==> config.mk <==
export PLATFORM = sky130hd
export DESIGN_NAME = ctrl_bank
export DESIGN_NICKNAME = d
export VERILOG_FILES = /design/src/ctrl_bank_pkg.sv /design/src/ctrl_bank.sv
export VERILOG_INCLUDE_DIRS = /design/src
export SDC_FILE = /design/constraint.sdc
export NUM_CORES = 2
export LEC_CHECK = 0
export ABC_AREA = 1
export BUFFER_PORTS_ARGS = -buffer_cell sky130_fd_sc_hd__clkbuf_2
export CAP_MARGIN = 20
export CELL_PAD_IN_SITES_DETAIL_PLACEMENT = 0
export CELL_PAD_IN_SITES_GLOBAL_PLACEMENT = 2
export CORE_AREA = 2 2 364 366
export DETAILED_ROUTE_END_ITERATION = 10
export DIE_AREA = 0 0 366 368
export PLACE_DENSITY_LB_ADDON = 0.1
export SLEW_MARGIN = 20
export SYNTH_ARGS = -nofsm -noshare
export SYNTH_HDL_FRONTEND = slang
export SYNTH_SLANG_ARGS = --single-unit
==> constraint.sdc <==
create_clock -name I_CLK -period 2.6 [get_ports I_CLK]
set_input_delay 0 -clock I_CLK [delete_from_list [all_inputs] [get_ports I_CLK]]
set_output_delay 0 -clock I_CLK [all_outputs]
set_load 0.01 [all_outputs]
==> src/ctrl_bank_regs.svh <==
`ifndef CTRL_BANK_REGS_SVH
`define CTRL_BANK_REGS_SVH

// Register addresses (word index on the control port)
`define ADDR_PARAM_SAVE_0      12'h800
`define ADDR_PARAM_SAVE_7      12'h807
`define ADDR_PIN_LEVEL         12'h808
`define ADDR_AUX_SAMPLE_0      12'h809
`define ADDR_AUX_SAMPLE_3      12'h80C
`define ADDR_CAPTURE_0         12'h81A
`define ADDR_CAPTURE_1         12'h81B
`define ADDR_CORE_CONTROL      12'h81C
`define ADDR_RSVD_81D          12'h81D
`define ADDR_SERIAL_OUT        12'h81E
`define ADDR_SERIAL_IN         12'h81F
`define ADDR_PIN_CFG_0         12'h820
`define ADDR_PIN_CFG_1         12'h821
`define ADDR_AUX_POWER         12'h822
`define ADDR_RSVD_823          12'h823
`define ADDR_AUX_ENABLE        12'h824
`define ADDR_RSVD_825          12'h825
`define ADDR_OSC_SHUTDOWN      12'h826
`define ADDR_DAC_SETUP         12'h827

// Core control field positions
`define CC_AUX_HOST_WR_BIT     8
`define CC_PIN_HOST_WR_BIT     7
`define CC_SAVE_HOST_WR_BIT    6

// Aux and power control: filter select field
`define AP_FILTER_HI           9
`define AP_FILTER_LO           8

// Field widths and masks
`define PARAM_MASK             32'h0FFFFFFF
`define PIN_MASK               16'h0FFF
`define AUX_MASK               16'h0FFF
`define CAPTURE_MASK           16'h0FFF
`define SERIAL_IN_MASK         32'h0000001F
`define SERIAL_OUT_MASK        32'h00003FFF
`define CORE_CTRL_MASK         32'h000031FF
`define AUX_POWER_MASK         32'h000003EF
`define AUX_ENABLE_MASK        32'h00008000
`define OSC_SHUTDOWN_MASK      32'h00000004
`define DAC_SETUP_MASK         32'h00000003
`define PIN_CFG_MASK           32'h00FFFFFF

// Reset values
`define RST_WORD32             32'h00000000
`define RST_WORD16             16'h0000
`define RST_WORD12             12'h000

// Aux sample placement in a 5.23 parameter word (low 12 bits cleared)
`define AUX_PARAM_SHIFT        12

`endif

==> src/ctrl_bank_pkg.sv <==
package ctrl_bank_pkg;

    // Host control port request
    typedef struct packed {
        logic        wr;
        logic        rd;
        logic [11:0] addr;
        logic [31:0] wdata;
    } host_req_s;

    // Frame-rate data coming from the DSP core and aux converter
    typedef struct packed {
        logic [7:0][27:0] param_words;
        logic [11:0]      pin_levels;
        logic [3:0][11:0] aux_raw;
        logic [1:0][15:0] capture_values;
    } frame_src_s;

    // Complete register state of the bank
    typedef struct packed {
        logic [7:0][31:0] param_save;
        logic [15:0]      pin_level;
        logic [3:0][15:0] aux_sample;
        logic [1:0][15:0] capture_setup;
        logic [1:0][15:0] capture_value;
        logic [15:0]      core_control;
        logic [15:0]      serial_out;
        logic [7:0]       serial_in;
        logic [1:0][23:0] pin_cfg;
        logic [15:0]      aux_power;
        logic [15:0]      aux_enable;
        logic [15:0]      osc_shutdown;
        logic [15:0]      dac_setup;
        logic [31:0]      rdata;
        logic             rvalid;
        logic             wb_trig_prev;
        logic             wb_start;
        logic [7:0][31:0] wb_image;
    } bank_state_s;

endpackage : ctrl_bank_pkg

==> src/ctrl_bank.sv <==
`timescale 1ns/1ps
`include "ctrl_bank_regs.svh"

// Function
// - Parameter-save registers keep the selected parameters for writing out to the EEPROM.
// - Saved parameters are restored after reset by loading them from the EEPROM reader.
// - Eight 32-bit parameter-save registers hold 28-bit values with the top four bits zero.
// - While the core owns them, save registers reload from their parameter words each frame.
// - A write-back trigger edge of selectable polarity copies the save registers out.
// - With the save write mode bit set, save registers take host writes instead of core data.
// - With the pin write mode bit set, the host writes and reads twelve pin levels in bits 11:0.
// - While the core owns it, the pin setting register is updated once per audio frame.
// - Four aux data registers hold one aux converter channel each.
// - Aux results are 8-bit by default and 12-bit when the filter field selects filtering.
// - The core reads an aux sample as an unsigned 1.11 fraction from 0 to just under 2.0.
// - An aux sample placed in a 5.23 word has its top four and low twelve bits zero.
// - An 8-bit full-scale code of 255 maps to 0xFF0, about 1.99.
// - Aux data registers take host writes only while the aux write mode bit is set.
module ctrl_bank
(
    // Clock and reset
    input  wire logic                      I_CLK,
    input  wire logic                      I_RESETN,
    // Control port
    input  wire ctrl_bank_pkg::host_req_s  I_HOST_REQ,
    output logic [31:0]                    O_RDATA,
    output logic                           O_RVALID,
    // Frame update and internal sources
    input  wire logic                      I_FRAME_TICK,
    input  wire ctrl_bank_pkg::frame_src_s I_FRAME_SRC,
    // Self-boot restore and write-back
    input  wire logic                      I_RESTORE_VALID,
    input  wire logic [2:0]                I_RESTORE_INDEX,
    input  wire logic [27:0]               I_RESTORE_WORD,
    input  wire logic                      I_WB_TRIGGER,
    input  wire logic                      I_WB_FALLING,
    output logic                           O_WB_START,
    output logic [255:0]                   O_WB_IMAGE,
    // Values presented to the core
    output logic [11:0]                    O_PIN_LEVELS,
    output logic [127:0]                   O_AUX_PARAM,
    output logic [23:0]                    O_CAPTURE_SETUP,
    output logic [15:0]                    O_CORE_CONTROL
);

    // ************************************************************
    // State
    // ************************************************************

    ctrl_bank_pkg::bank_state_s st_reg;
    ctrl_bank_pkg::bank_state_s st_next;

    logic        save_host_mode;
    logic        pin_host_mode;
    logic        aux_host_mode;
    logic        aux_filter_on;
    logic        trig_edge;
    logic [31:0] read_mux;
    logic [11:0] aux_scaled [4];

    // Mode bits decoded from the live core control register; filter select from the live aux power register
    assign save_host_mode = st_reg.core_control[`CC_SAVE_HOST_WR_BIT];
    assign pin_host_mode  = st_reg.core_control[`CC_PIN_HOST_WR_BIT];
    assign aux_host_mode  = st_reg.core_control[`CC_AUX_HOST_WR_BIT];
    assign aux_filter_on  = |st_reg.aux_power[`AP_FILTER_HI:`AP_FILTER_LO];

    // Edge detect on the write-back trigger, polarity chosen by strap input
    assign trig_edge = I_WB_FALLING ? (st_reg.wb_trig_prev & ~I_WB_TRIGGER)
                                    : (~st_reg.wb_trig_prev & I_WB_TRIGGER);

    // ************************************************************
    // Aux sample scaling
    // ************************************************************

    // Unfiltered results are 8 bits; left-justify so code 255 lands at full scale
    genvar ch;
    generate
        for (ch = 0; ch < 4; ch = ch + 1)
        begin : g_aux
            assign aux_scaled[ch] = aux_filter_on ? I_FRAME_SRC.aux_raw[ch]
                : {I_FRAME_SRC.aux_raw[ch][7:0], 4'h0};
            // 1.11 fraction placed in 5.23 word: top four and low twelve bits zero
            assign O_AUX_PARAM[ch*32 +: 32] = {4'h0, st_reg.aux_sample[ch][11:0],
                                               `RST_WORD12} & `PARAM_MASK;
        end
    endgenerate

    // ************************************************************
    // Read decode
    // ************************************************************

    // Unmapped and reserved locations read zero
    always_comb
    begin
        read_mux = `RST_WORD32;
        if (I_HOST_REQ.addr >= `ADDR_PARAM_SAVE_0 && I_HOST_REQ.addr <= `ADDR_PARAM_SAVE_7)
            read_mux = st_reg.param_save[I_HOST_REQ.addr[2:0]];
        else if (I_HOST_REQ.addr >= `ADDR_AUX_SAMPLE_0 && I_HOST_REQ.addr <= `ADDR_AUX_SAMPLE_3)
            read_mux = {16'h0000, st_reg.aux_sample[2'(I_HOST_REQ.addr - `ADDR_AUX_SAMPLE_0)]};
        else
        begin
            case (I_HOST_REQ.addr)
                // Pin levels read back whoever owns them
                `ADDR_PIN_LEVEL:    read_mux = {16'h0000, st_reg.pin_level};

                // Capture words return the last captured value, not the setup
                `ADDR_CAPTURE_0:    read_mux = {16'h0000, st_reg.capture_value[0]};
                `ADDR_CAPTURE_1:    read_mux = {16'h0000, st_reg.capture_value[1]};

                // Setup registers read back as stored, reserved bits zero
                `ADDR_CORE_CONTROL: read_mux = {16'h0000, st_reg.core_control};
                `ADDR_SERIAL_OUT:   read_mux = {16'h0000, st_reg.serial_out};
                `ADDR_SERIAL_IN:    read_mux = {24'h000000, st_reg.serial_in};
                `ADDR_PIN_CFG_0:    read_mux = {8'h00, st_reg.pin_cfg[0]};
                `ADDR_PIN_CFG_1:    read_mux = {8'h00, st_reg.pin_cfg[1]};
                `ADDR_AUX_POWER:    read_mux = {16'h0000, st_reg.aux_power};
                `ADDR_AUX_ENABLE:   read_mux = {16'h0000, st_reg.aux_enable};
                `ADDR_OSC_SHUTDOWN: read_mux = {16'h0000, st_reg.osc_shutdown};
                `ADDR_DAC_SETUP:    read_mux = {16'h0000, st_reg.dac_setup};

                // Reserved words hide anything a host may try to store there
                default:            read_mux = `RST_WORD32;
            endcase
        end
    end

    // ************************************************************
    // Next state
    // ************************************************************

    // Frame refresh first, host writes after: a host write in the tick cycle
    // wins only where the host owns the register.
    always_comb
    begin
        st_next = st_reg;
        st_next.wb_trig_prev = I_WB_TRIGGER;
        st_next.wb_start     = 1'b0;
        st_next.rvalid       = I_HOST_REQ.rd;
        st_next.rdata        = I_HOST_REQ.rd ? read_mux : st_reg.rdata;

        // Restore path from the EEPROM boot reader
        if (I_RESTORE_VALID)
            st_next.param_save[I_RESTORE_INDEX] = {4'h0, I_RESTORE_WORD};

        // Frame-rate refresh from internal sources
        if (I_FRAME_TICK)
        begin
            if (!save_host_mode)
            begin
                for (int i = 0; i < 8; i++)
                    st_next.param_save[i] = {4'h0, I_FRAME_SRC.param_words[i]};
            end
            if (!pin_host_mode)
                st_next.pin_level = {4'h0, I_FRAME_SRC.pin_levels};
            if (!aux_host_mode)
            begin
                for (int i = 0; i < 4; i++)
                    st_next.aux_sample[i] = {4'h0, aux_scaled[i]};
            end
            for (int i = 0; i < 2; i++)
                st_next.capture_value[i] = I_FRAME_SRC.capture_values[i];
        end

        // Control port writes
        if (I_HOST_REQ.wr)
        begin
            if (I_HOST_REQ.addr >= `ADDR_PARAM_SAVE_0 && I_HOST_REQ.addr <= `ADDR_PARAM_SAVE_7)
            begin
                if (save_host_mode)
                    st_next.param_save[I_HOST_REQ.addr[2:0]] =
                        I_HOST_REQ.wdata & `PARAM_MASK;
            end
            else if (I_HOST_REQ.addr >= `ADDR_AUX_SAMPLE_0 &&
                     I_HOST_REQ.addr <= `ADDR_AUX_SAMPLE_3)
            begin
                if (aux_host_mode)
                    st_next.aux_sample[2'(I_HOST_REQ.addr - `ADDR_AUX_SAMPLE_0)] =
                        I_HOST_REQ.wdata[15:0] & `AUX_MASK;
            end
            else
            begin
                case (I_HOST_REQ.addr)
                    // Pin levels land only while the host owns them
                    `ADDR_PIN_LEVEL:
                        if (pin_host_mode)
                            st_next.pin_level = I_HOST_REQ.wdata[15:0] & `PIN_MASK;

                    // Capture setup: step index above source select; a read
                    // returns the captured value, so the setup is write-only
                    `ADDR_CAPTURE_0:
                        st_next.capture_setup[0] = I_HOST_REQ.wdata[15:0] & `CAPTURE_MASK;
                    `ADDR_CAPTURE_1:
                        st_next.capture_setup[1] = I_HOST_REQ.wdata[15:0] & `CAPTURE_MASK;

                    // Core control: reserved bits are dropped so that a read
                    // shows only the modes that really exist
                    `ADDR_CORE_CONTROL:
                        st_next.core_control = 16'(I_HOST_REQ.wdata & `CORE_CTRL_MASK);

                    // Serial port formats, kept for the port logic
                    `ADDR_SERIAL_OUT:
                        st_next.serial_out = 16'(I_HOST_REQ.wdata & `SERIAL_OUT_MASK);
                    `ADDR_SERIAL_IN:
                        st_next.serial_in = 8'(I_HOST_REQ.wdata & `SERIAL_IN_MASK);

                    // Pin function setup for the twelve pins
                    `ADDR_PIN_CFG_0:
                        st_next.pin_cfg[0] = 24'(I_HOST_REQ.wdata & `PIN_CFG_MASK);
                    `ADDR_PIN_CFG_1:
                        st_next.pin_cfg[1] = 24'(I_HOST_REQ.wdata & `PIN_CFG_MASK);

                    // Power, filter and converter enables; reserved bits stay zero
                    `ADDR_AUX_POWER:
                        st_next.aux_power = 16'(I_HOST_REQ.wdata & `AUX_POWER_MASK);
                    `ADDR_AUX_ENABLE:
                        st_next.aux_enable = 16'(I_HOST_REQ.wdata & `AUX_ENABLE_MASK);
                    `ADDR_OSC_SHUTDOWN:
                        st_next.osc_shutdown = 16'(I_HOST_REQ.wdata & `OSC_SHUTDOWN_MASK);
                    `ADDR_DAC_SETUP:
                        st_next.dac_setup = 16'(I_HOST_REQ.wdata & `DAC_SETUP_MASK);

                    // Reserved and unmapped words swallow the write
                    default:
                        st_next.core_control = st_reg.core_control;
                endcase
            end
        end

        // Snapshot for write-back: the image is frozen so the EEPROM writer
        // sees one coherent set even if frames keep refreshing the bank.
        if (trig_edge)
        begin
            st_next.wb_start = 1'b1;
            for (int i = 0; i < 8; i++)
                st_next.wb_image[i] = st_reg.param_save[i];
        end
    end

    // ************************************************************
    // State register
    // ************************************************************

    // All state resets to zero; the trigger history starts low
    always_ff @(posedge I_CLK or negedge I_RESETN)
    begin
        if (!I_RESETN)
            st_reg <= '0;
        else
            st_reg <= st_next;
    end

    // ************************************************************
    // Outputs
    // ************************************************************

    // Straight from state flops
    assign O_RDATA         = st_reg.rdata;
    assign O_RVALID        = st_reg.rvalid;
    assign O_WB_START      = st_reg.wb_start;
    assign O_WB_IMAGE      = st_reg.wb_image;
    assign O_PIN_LEVELS    = st_reg.pin_level[11:0];
    assign O_CAPTURE_SETUP = {st_reg.capture_setup[1][11:0], st_reg.capture_setup[0][11:0]};
    assign O_CORE_CONTROL  = st_reg.core_control;

endmodule : ctrl_bank

After elaboration in Yosys (flattened, before gate mapping):

Index checks and enable logic that the tools add are counted.

* flip-flop bits (word level): 774
* output and inout bits: 470
* input port bits: 399
* word-level logic and storage cells: 123

* reduce and logical (&&, ||, !) cells: 17
* bitwise logic cells: 6
* equality and inequality tests: 12
* order comparisons: 10
* multiplexer cells: 39
* add/subtract/negate cells: 1

Operator list (count)
* $mux 256: 4
* $bwmux 256: 2
* $mux 368: 1
* $mux 336: 1
* $pmux 24 s12: 1
* $mux 257: 1
* $demux 32 s3: 2
* $mux 64: 3
* $mux 32: 5
* $eq 12x12->1 const B: 12
* $mux 112: 1
* $bmux 32 s3: 1
* $mux 16: 6
* $mux 12: 6
* $bwmux 64: 1
* $reduce_and 4->1: 11
* $bmux 16 s2: 1
* $demux 16 s2: 1
* $mux 28: 1
* $ge 12x12->1 const B: 2
* $le 12x12->1 const B: 2
* $lt 3x4->1 const B: 2
* $ge 3x1->1 const B: 2
* $logic_and 1x1->1: 5
* other kinds (7): 11

Depth between registers and ports, before layout:

* depth after elaboration: 13
* gate-level depth with buffers: 18
* depth with buffers taken out: 15

Least setup slack after synthesis:

Ideal clock, no wire load.

* kind: in2reg
* from: input I_HOST_REQ[32] in the netlist's numbering
* to: register st_reg, in the netlist O_PIN_LEVELS[10]
* slack: 0.170 ns
* stages: 14
* arrival: 2.311 ns
* library setup time: 0.120 ns
* buffers on the path: 4
* data required time: 2.480 ns
* path through: buf_2 clkinv_1 clkbuf_1 clkbuf_1 ha_1 inv_1 or2_2 nand3_1 nand2_4 nand2_1 nand4_2 buf_2 o21ai_0 inv_1

RTL lines
* start, declared: RTL line ctrl_bank.sv:25 `input wire ctrl_bank_pkg::host_req_s I_HOST_REQ,`
* end signal, assigned: RTL line ctrl_bank.sv:249 `st_reg <= st_next;`
* end, declared: RTL line ctrl_bank.sv:50 `ctrl_bank_pkg::bank_state_s st_reg;`

==> results.md <==
* Status: finished clean
* Clock latency on the worst-skew pair at 0.75 ns
* Synthesized cell area at 41700 um2
* Final Critical Period at 2.57 ns
* WL final at 212000 um
* Ys flop type: dfrtp_1
* Clock share of power at 39.3%
* Final setup vio count at 0
* Clock buffer depth at 3
* CTS tree: yes
* Num rows at 133
* TritonRoute pass-1 iters at 5
* Comb pwr share at 19.9%
* Antenna violations before repair at 43
* Vias in the first global route at 37.6k
* Sw Share at 31.6%
* Min-delay worst type: primary input to asynchronous set/reset pin
* Synth Area per Inst at 8.18 um2
* Share of post-route cells with drive strength above 1 at 23.5%
* Residual DRC count at 0
* Final core occ at 41.9%
* CP max FO at 39
* Port Buffers at 779
* CTS Buf Count at 97
* Count of cell types in the netlist at 41
* RD Place Congestion at 0.895
* Setup TNS at 0 ns
* Gr usage total at 30.3%
* Crit start category: flop
* Clock sink count at 774
* Number of synthesized flops with an enable pin at 0
* Switch Pwr at 11.2 mW
* Gr ovfl total at 0
* Final critical-path share of the clock period at 99.0%
* Antenna-violating nets left at 0
* Critical path class: flop to flop
* Flop pwr share at 40.8%
* LEAKAGE at 25.9 nW
* Slew @ Worst Pin at 1.02 ns
* Power Density at 647 nW/um2
* Fmax achieved at 389 MHz
* Pint at 24.2 mW
* Die width at 366 um
* H-tree levels at 3
* Sequential-to-total area share from yosys stat at 46.5%
* Peak supply drop at 0.501 mV
* Die ar. at 135000 um2
* Largest register FFs at 389
* # IOs at 869
* Async set or reset register ratio after synthesis at 100%
* Initial Utilization at 31.9%
* Die H at 368 um
* Initial drt markers at 4242
* Crit path DAT at 3.21 ns
* First-pass GRT wire length at 291000 um
* Max-Cap Viols at 0
* Detailed Place HPWL at 155000 um
* Synth Register Bits at 774
* Post-synthesis cell count at 5096
* Slew Viols, Final at 0
* Pre-CTS setup slack at 0.234 ns
* Commonest non-fill, non-tap cells in the layout: nand2_1, clkbuf_2, dfrtp_1
* Clock Tree Root: clkbuf_16
* Core area at 131000 um2
* Vias per cell at 5.05
* Largest net degree at the start of global routing at 91
* Hold Fails Final Rpt at 0
* Synth Warn # at 0
* Routed len/inst at 26.8 um
* Layout net count at 6468
* Layout Skew at 0.0445 ns
* Slew headroom at 32.1%
* Critical Path End Type: flop
* Commonest non-fill, non-tap cell in the layout: nand2_1
* Area growth from synthesis to layout at 31.4%
* Via count at 39.9k
* Fillcell total at 13.6k
* Setup ws final at 0.0269 ns
* Critical path data required time at 3.24 ns
* Clock transition at path regs at 0.06 ns
## what timing repair did
action | in CTS | in global routing
resized for setup | 0 | 17
endpoints found under the setup margin | 0 | 40
endpoints found under the hold margin | 1164 | 0
setup buffers | 0 | 6
hold buffers | 604 | 0
## per-layer routing
layer	GRT usage, %	routed length, um	vias to the layer above
li1	-	-	18200
met1	44.6	98600	19800
met2	44.5	90800	1730
met3	6.54	17000	228
met4	8.57	5710	6
met5	0	29	-
## final cells by class
cell class                      instances  area [um2]  area share [%]
Tap cell                             1755        2200            4.01
Clock buffer                          144        2860            5.23
Timing Repair Buffer                 1575       12100            22.2
Antenna cell                           10        25.0          0.0457
Sequential cell                       774       19400            35.4
Multi-Input combinational cell       3385       16900            30.9
Clock inverter                         36         358           0.654
Inverter                              228         866            1.58
## Yosys cell counts, types with 7 or more instances
| library cell | instances | area [um2] |
|---|---|---|
| nor2_1 | 615 | 2310 |
| nor2_2 | 19 | 119 |
| nor3_1 | 17 | 85.1 |
| buf_6 | 15 | 169 |
| buf_1 | 32 | 120 |
| buf_2 | 88 | 440 |
| clkbuf_1 | 189 | 709 |
| nor4_1 | 9 | 56.3 |
| o22ai_1 | 40 | 250 |
| inv_2 | 10 | 37.5 |
| dfrtp_1 | 774 | 19400 |
| a21oi_1 | 398 | 1990 |
| ha_1 | 8 | 100 |
| a41oi_1 | 8 | 70.1 |
| buf_4 | 469 | 3520 |
| a211oi_1 | 115 | 863 |
| nand2_1 | 1033 | 3880 |
| o21ai_1 | 27 | 135 |
| nand3_1 | 130 | 651 |
| o21ai_0 | 610 | 3050 |
| nand4_1 | 7 | 43.8 |
| a21oi_2 | 24 | 210 |
| inv_1 | 206 | 773 |
| mux2_2 | 196 | 2210 |
| o21ai_2 | 8 | 70.1 |
| clkinv_1 | 12 | 45.0 |
## stage by stage
| stage | area [um2] | hold slack [ns] | cells | total power, mW |
|---|---|---|---|---|
| 6_report | 54700 | 0.00158 | 7907 | 35.4 |
| 5_1_grt | 54700 | 0.00290 | 7904 | 36.8 |
| 4_1_cts | 54500 | 0.00189 | 7888 | 35.6 |
| 3_5_place_dp | 45200 | -0.0483 | 7104 | 20.7 |
| 3_3_place_gp | 45200 | -0.0394 | 7104 | 20.7 |
| 2_1_floorplan | 42000 | -0.296 | 5180 | 18.3 |
## worst max-delay path, cell delays in order (launching register included)
cell           delay, ns
dfrtp_2             0.47
nor2_4              0.32
buf_12              0.26
buf_12              0.24
nand2_1             0.26
nand2_1             0.14
nor2_1              0.05
a21oi_1             0.12
dlygate4sd3_1       0.57
## power by group through the flow
stage | registers [mW] | logic (mW) | clock network [mW]
floorplan | 14.0 | 4.27 | 0
global placement | 14.6 | 6.07 | 0
detailed placement | 14.6 | 6.09 | 0
CTS | 14.4 | 7.03 | 14.2
global route | 14.6 | 7.60 | 14.7
finish | 14.5 | 7.06 | 13.9
## final timing paths
path                                  endpoint  cells after the start  slack, ns               from
setup / recovery                   st_reg[796]                      8       0.03  O_CORE_CONTROL[6]
hold / removal             O_CAPTURE_SETUP[16]                      3      0.002           I_RESETN
setup reg to reg                   st_reg[796]                      8       0.03  O_CORE_CONTROL[6]
hold reg to reg                    O_RDATA[11]                      2       0.47        O_RDATA[11]
max in group asynchronous      O_WB_IMAGE[121]                      4       1.91           I_RESETN
min in group I_CLK                 st_reg[309]                      9       0.05     I_HOST_REQ[34]
## cells by family after synthesis
kind of cell	after synthesis	share of synthesized area, %
and+or+nand+nor	1855	17.8
AOI/OAI and AO/OA	1238	16.1
buffers and inverters	1021	14.0
DFF	774	46.5
muxes	199	5.37
adders and majority gates	8	0.240
other	1	0.00900
(Power assumes the default switching activity.)
